$ cat src/hw/ext_write_pkg.sv
// constants and types shared by the external memory write master
package ext_write_pkg;
    localparam int addr_width_default = 32; // address bus width
    localparam int data_width_default = 32; // data bus width
    localparam int wait_width_default = 5; // width of the wait-state count
    localparam int clk_period_ns = 10; // ref_clk period
    localparam int hold_time_ns = 10; // one address-hold period
    localparam int idle_time_ns = 10; // one bus-idle period
    localparam int hold_cycles = (hold_time_ns + clk_period_ns - 1) / clk_period_ns;
    localparam int idle_cycles = (idle_time_ns + clk_period_ns - 1) / clk_period_ns;
    localparam logic strobe_off = 1'h1; // strobes are active low
    localparam logic strobe_on = 1'h0;
    localparam logic [1:0] ack_settle = 2'h3; // first strobe cycle plus the two synchroniser stages
    typedef enum logic [2:0] {st_idle, st_setup, st_strobe, st_hold, st_gap} phase_type;
endpackage

$ cat src/hw/external_memory_write_master.sv
// external memory bus master: asynchronous strobed write and read accesses
`timescale 1ns/1ns
`default_nettype none
// Overview of operation
// - acknowledge is looked at only once the programmed wait states of the access are counted out.
// - each programmed wait state lengthens the strobe low time by one clock period.
// - with address hold on, address and write data stay driven one period after the strobe rises.
// - with bus idle on and address hold off, one extra period passes between releasing the data bus and the next strobe.
// - after a write strobe the next strobe waits one more period if address hold or bus idle is on.
// - the output clock toggles only while an access is in progress and is parked low otherwise.
// - on a broadcast write the master drives acknowledge high for one cycle then releases it.
// - every address, select, burst and strobe transition is launched from a ref_clk edge.
module external_memory_write_master #(
    parameter int addr_width = ext_write_pkg::addr_width_default,
    parameter int data_width = ext_write_pkg::data_width_default,
    parameter int wait_width = ext_write_pkg::wait_width_default
) (
    input wire logic ref_clk, // system clock
    input wire logic rst, // synchronous reset, active high
    input wire logic req_valid, // access request
    output logic req_ready, // high when a request is taken
    input wire logic req_write, // 1 write, 0 read
    input wire logic req_broadcast, // broadcast write, precharge acknowledge
    input wire logic req_burst, // access is part of a burst
    input wire logic [addr_width-1:0] req_addr, // access address
    input wire logic [data_width-1:0] req_wdata, // write data
    input wire logic [wait_width-1:0] wait_states, // programmed wait states
    input wire logic addr_hold_en, // add an address-hold cycle
    input wire logic bus_idle_en, // add a bus-idle cycle
    output logic done, // one-cycle pulse at access end
    output logic [data_width-1:0] rdata, // read data, valid with done
    output logic [addr_width-1:0] addr_out, // address pins
    output logic memory_select_n, // memory select, active low
    output logic write_strobe_n, // write strobe, active low
    output logic read_strobe_n, // read strobe, active low
    output logic burst_indicator, // burst pin
    output logic [data_width-1:0] data_out, // data pins, driven value
    output logic data_oe, // data pins driven
    input wire logic [data_width-1:0] data_in, // data pins, sampled value
    input wire logic ack_in, // acknowledge pin, sampled value
    output logic ack_out, // acknowledge precharge value
    output logic ack_oe, // acknowledge pin driven
    output logic output_clock, // gated output clock
    output logic output_clock_oe // output clock driven
);
    import ext_write_pkg::*;

    // ----------------------------------------------------------------
    // parameter checks
    // ----------------------------------------------------------------
    if (addr_width < 1 || data_width < 1 || wait_width < 1 || wait_width > 16)
    begin : g_width_check
        $error("external_memory_write_master: unsupported width");
    end

    // ----------------------------------------------------------------
    // state
    // ----------------------------------------------------------------
    typedef struct packed {
        phase_type phase;
        logic [wait_width-1:0] cnt;
        logic [addr_width-1:0] addr;
        logic [data_width-1:0] wdata;
        logic [data_width-1:0] rdata;
        logic write;
        logic bcast;
        logic burst;
        logic hold;
        logic idle;
        logic [1:0] settle; // cycles left before acknowledge may end the strobe
        logic sel_n;
        logic wr_n;
        logic rd_n;
        logic doe;
        logic aout;
        logic aoe;
        logic oclk;
        logic done;
        logic ack_meta;
        logic ack_sync;
    } state_type;

    state_type s_q;
    state_type s_d;

    // next-state logic
    always_comb
    begin
        s_d = s_q;
        s_d.done = 1'h0;
        s_d.aoe = 1'h0;
        s_d.aout = 1'h0;
        s_d.ack_meta = ack_in;
        s_d.ack_sync = s_q.ack_meta; // two-flop synchroniser
        s_d.oclk = (s_q.phase != st_idle) ? ~s_q.oclk : 1'h0;
        case (s_q.phase)
            st_idle:
            begin
                if (req_valid)
                begin
                    s_d.phase = st_setup;
                    s_d.addr = req_addr;
                    s_d.wdata = req_wdata;
                    s_d.write = req_write;
                    s_d.bcast = req_broadcast & req_write;
                    s_d.burst = req_burst;
                    s_d.hold = addr_hold_en;
                    s_d.idle = bus_idle_en;
                    s_d.cnt = wait_states;
                    s_d.sel_n = strobe_on;
                    s_d.doe = req_write;
                end
            end
            st_setup:
            begin
                s_d.phase = st_strobe;
                s_d.settle = ack_settle;
                s_d.wr_n = s_q.write ? strobe_on : strobe_off;
                s_d.rd_n = s_q.write ? strobe_off : strobe_on;
                s_d.aoe = s_q.bcast;
                s_d.aout = s_q.bcast;
            end
            st_strobe:
            begin
                if (s_q.cnt != '0)
                begin
                    s_d.cnt = s_q.cnt - 1'h1;
                    s_d.settle = ack_settle; // acknowledge counts only once sampled after the waits
                end
                else if (s_q.settle != '0)
                    s_d.settle = s_q.settle - 1'h1; // first cycle and synchroniser flush
                else if (s_q.ack_sync)
                begin
                    s_d.wr_n = strobe_off;
                    s_d.rd_n = strobe_off;
                    s_d.rdata = data_in;
                    if (s_q.hold)
                        s_d.phase = st_hold;
                    else
                    begin
                        s_d.phase = st_gap; // select stays low across the strobe rise
                        s_d.doe = 1'h0;
                    end
                end
            end
            st_hold:
            begin
                s_d.phase = st_gap; // address and data kept this period
                s_d.doe = 1'h0;
                s_d.sel_n = strobe_off;
                s_d.idle = 1'h0; // hold and idle together cost one period only
            end
            st_gap:
            begin
                s_d.sel_n = strobe_off;
                if (s_q.idle)
                    s_d.idle = 1'h0; // bus released, no strobe this period
                else
                begin
                    s_d.phase = st_idle;
                    s_d.done = 1'h1;
                end
            end
            default:
            begin
                s_d.phase = st_idle;
            end
        endcase
        if (rst)
            s_d = '{phase: st_idle, sel_n: strobe_off, wr_n: strobe_off, rd_n: strobe_off, default: '0};
    end

    // state register
    always_ff @(posedge ref_clk)
    begin
        s_q <= s_d;
    end

    // ----------------------------------------------------------------
    // outputs
    // ----------------------------------------------------------------
    assign req_ready = (s_q.phase == st_idle) && !rst;
    assign done = s_q.done;
    assign rdata = s_q.rdata;
    assign addr_out = s_q.addr;
    assign memory_select_n = s_q.sel_n;
    assign write_strobe_n = s_q.wr_n;
    assign read_strobe_n = s_q.rd_n;
    assign burst_indicator = s_q.burst & (s_q.phase != st_idle);
    assign data_out = s_q.wdata;
    assign data_oe = s_q.doe;
    assign ack_out = s_q.aout;
    assign ack_oe = s_q.aoe;
    assign output_clock = s_q.oclk;
    assign output_clock_oe = (s_q.phase != st_idle) || s_q.done;
endmodule
`default_nettype wire

$ cat config.mk
export PLATFORM = sky130hd
export DESIGN_NAME = external_memory_write_master
export DESIGN_NICKNAME = d
export VERILOG_FILES = /design/src/hw/ext_write_pkg.sv /design/src/hw/external_memory_write_master.sv
export SDC_FILE = /design/constraint.sdc
export NUM_CORES = 1
export LEC_CHECK = 0
export BUFFER_PORTS_ARGS = -buffer_cell sky130_fd_sc_hd__buf_2
export CAP_MARGIN = 20
export CORE_UTILIZATION = 52
export DETAILED_ROUTE_END_ITERATION = 7
export PLACE_DENSITY = 0.95
export SETUP_SLACK_MARGIN = 0.2
export SLEW_MARGIN = 5
export SYNTH_ARGS = -nofsm -noshare
export SYNTH_HDL_FRONTEND = slang
export SYNTH_SLANG_ARGS = --single-unit
$ cat constraint.sdc
create_clock -name ref_clk -period 3 [get_ports ref_clk]
set_input_delay 0.6 -clock ref_clk [delete_from_list [all_inputs] [get_ports ref_clk]]
set_output_delay 0.6 -clock ref_clk [all_outputs]
set_load 0.01 [all_outputs]
==> out/qor.yml <==
status: "complete, no violations"
cp_num_buf_inv: 1
synth_edf_count: 0
gr-max-usage-layer: "met2"
skew_ps: 7.21
drc: 0
finalSetupViolCount: 0
grtUsageMet2: 0.394
grt_setup_unrepaired: "false"
grt_usage: 0.224
cts.sinks: 120
ctsLongestPathBuffers: 2
use_met3: 0.0834
ys.flop_type: "dfxtp_1"
cts_made_buffers: 17
worst_slack_ps: 568
min_path_type: "in2reg"
cts_tree: "done"
cts_root_buffer: "clkbuf_8"
worst_path_max_delay_cell: "nor3_1"
core_area_um2: 9730
fmax_mhz: 411
antenna_cells: 0
worstSetupPathType: "reg2out"
gp_congestion: 0.767
yosysUniqueCellTypes: 40
async_flop_share: 0
dp_hpwl_um: 8450
syn_avg_cell_area_um2: 7.90
tightest_slew_ps: 628
p_per_area_nw_per_um2: 683
dp.cells: 874
die_height_um: 102
final_core_util: 0.641
required_ps: 2400
htreeDepth: 4
die-area_um2: 10400
stdcell_count: 905
min_period_ps: 2430
area_growth_pct: 19.9
grt_first_pass_wirelength_um: 18200
dpl_cell_area_um2: 5640
min_period_over_period: 0.811
hold_buffers: 0
peakVddDrop_uv: 345
ant_nets: 0
initial_utilization: 0.534
setup-tns-final_ps: 0
relSlewSlack: 0.581
vias: 4467
report.final.slew_viol_count: 0
numPortBuffers: 216
ys_warn_count: 0
final_cell_mix: "buf_2 (215), nand2_1 (204), dfxtp_1 (120), a21oi_1 (110), clkbuf_16 (16)"
critical_path.cell_chain: "nor3_1 -> nor2b_1 -> buf_2"
endpoint_kind: "primary output"
cp_top_family: "simple AND/OR/NAND/NOR gates"
die_x_um: 102
slowest_delay_ps: 560
ys_ff_latch: 120
ctsResizeCount: 0
maxCapViolCount: 0
wirelength_um: 11900
antenna_found_initial: 0
drt_iter0_markers: 195
clock_latency_ps: 500
place_ws_ps: 783
synth_nets: 770
grt_pass1_vias: 3931
cp-start-kind: "register"
fin_area_um2: 6240
critical_path_arrival_ps: 1830
drt-wirelength-per-cell_um: 13.2
row_count: 36
ys_seq_area_frac: 0.462
grt_util_met1: 0.255
final_common_cell: "buf_2"
final_nets: 872
postSynthCellCount: 658
finalHoldViolCount: 0
drive_gt1_frac: 0.338
grt_overflow: 0
crit_fanout: 18
post_cts_buffers: 0
drt-pass1-iter-count: 5
synthesis.area_um2: 5200
grt_max_degree: 59
io_pins: 217
p_leak_nw: 2.84
path_clk_slew_ps: 60
viasPerCell: 4.94
n_fill_cell: 855
==> area by class of cell <==
type / instances / area (um^2) / area share
sequential: 120 / 2400 / 0.385
multi-input combinational: 389 / 1860 / 0.298
timing repair buffer: 224 / 1180 / 0.189
clock buffer: 18 / 428 / 0.0686
clock inverter: 13 / 173 / 0.0277
tap: 133 / 166 / 0.0267
inverter: 8 / 30.0 / 0.00481
==> metrics by stage <==
| stage | total power, mW | hold WS (ps) |
|---|---|---|
| 4_1_cts | 4.30 | 312 |
| 2_1_floorplan | 2.15 | 414 |
| 3_3_place_gp | 2.26 | 404 |
| 3_5_place_dp | 2.27 | 408 |
| 6_report | 4.26 | 328 |
| 5_1_grt | 4.45 | 321 |
==> Yosys cell counts, types with 3 or more instances <==
cell type  count  area, um^2
buf_4         97         728
nand2_1      204         766
nor2b_1        4        25.0
buf_2         22         110
a21oi_1      110         551
a211oi_1       5        37.5
nor2_1         9        33.8
dfxtp_1      120        2400
o21ai_0        3        15.0
nand3_1        8        40.0
nor3_1         4        20.0
nand2b_1       6        37.5
clkbuf_1      22        82.6
inv_1          8        30.0
a31oi_1        3        18.8
nor3b_1        4        30.0
==> power by group <==
part	switching (mW)	total (mW)	internal, mW
combinational	0.284	0.495	0.211
clock	0.731	2.02	1.29
sequential	0.0584	1.74	1.68
total	1.07	4.26	3.19
==> per-layer routing <==
layer / vias to the layer above / wire (um)
li1: 2253 / -
met1: 2038 / 4850
met2: 165 / 5980
met3: 11 / 980
met4: 0 / 100
met5: - / 0
==> logic make-up (layout without fill, tap and decap cells) <==
logic type,after synthesis,count (layout),share of synthesized area
flip-flops,120,120,0.462
XOR/XNOR,1,1,0.00168
AND/OR/NAND/NOR,252,252,0.207
AO/OA/AOI/OAI,134,134,0.141
buffers and inverters,149,263,0.183
adder cells (fa/ha/maj),2,2,0.00481
==> final timing paths <==
check,start,to,slack (ps),cells past startpoint
worst min register to register,output_clock$_SDFF_PP0_,output_clock$_SDFF_PP0_,410,1
worst min-delay path,ack_in,s_q[1]$_SDFF_PP0_,330,2
worst max-delay path,s_q[120]$_SDFFE_PP0P_,burst_indicator,570,3
worst max register to register,s_q[119]$_SDFFE_PP0P_,rdata[14]$_SDFFE_PP0P_,840,5
==> state kept, by name, indices dropped and copies added, names as in the netlist <==
name / count
data_out: 32
s_q: 17
write_strobe_n: 1
read_strobe_n: 1
ack_oe: 1
done: 1
addr_out: 32
rdata: 32
memory_select_n: 1
output_clock: 1
data_oe: 1
Note: power is estimated with default switching activity, not from simulation.
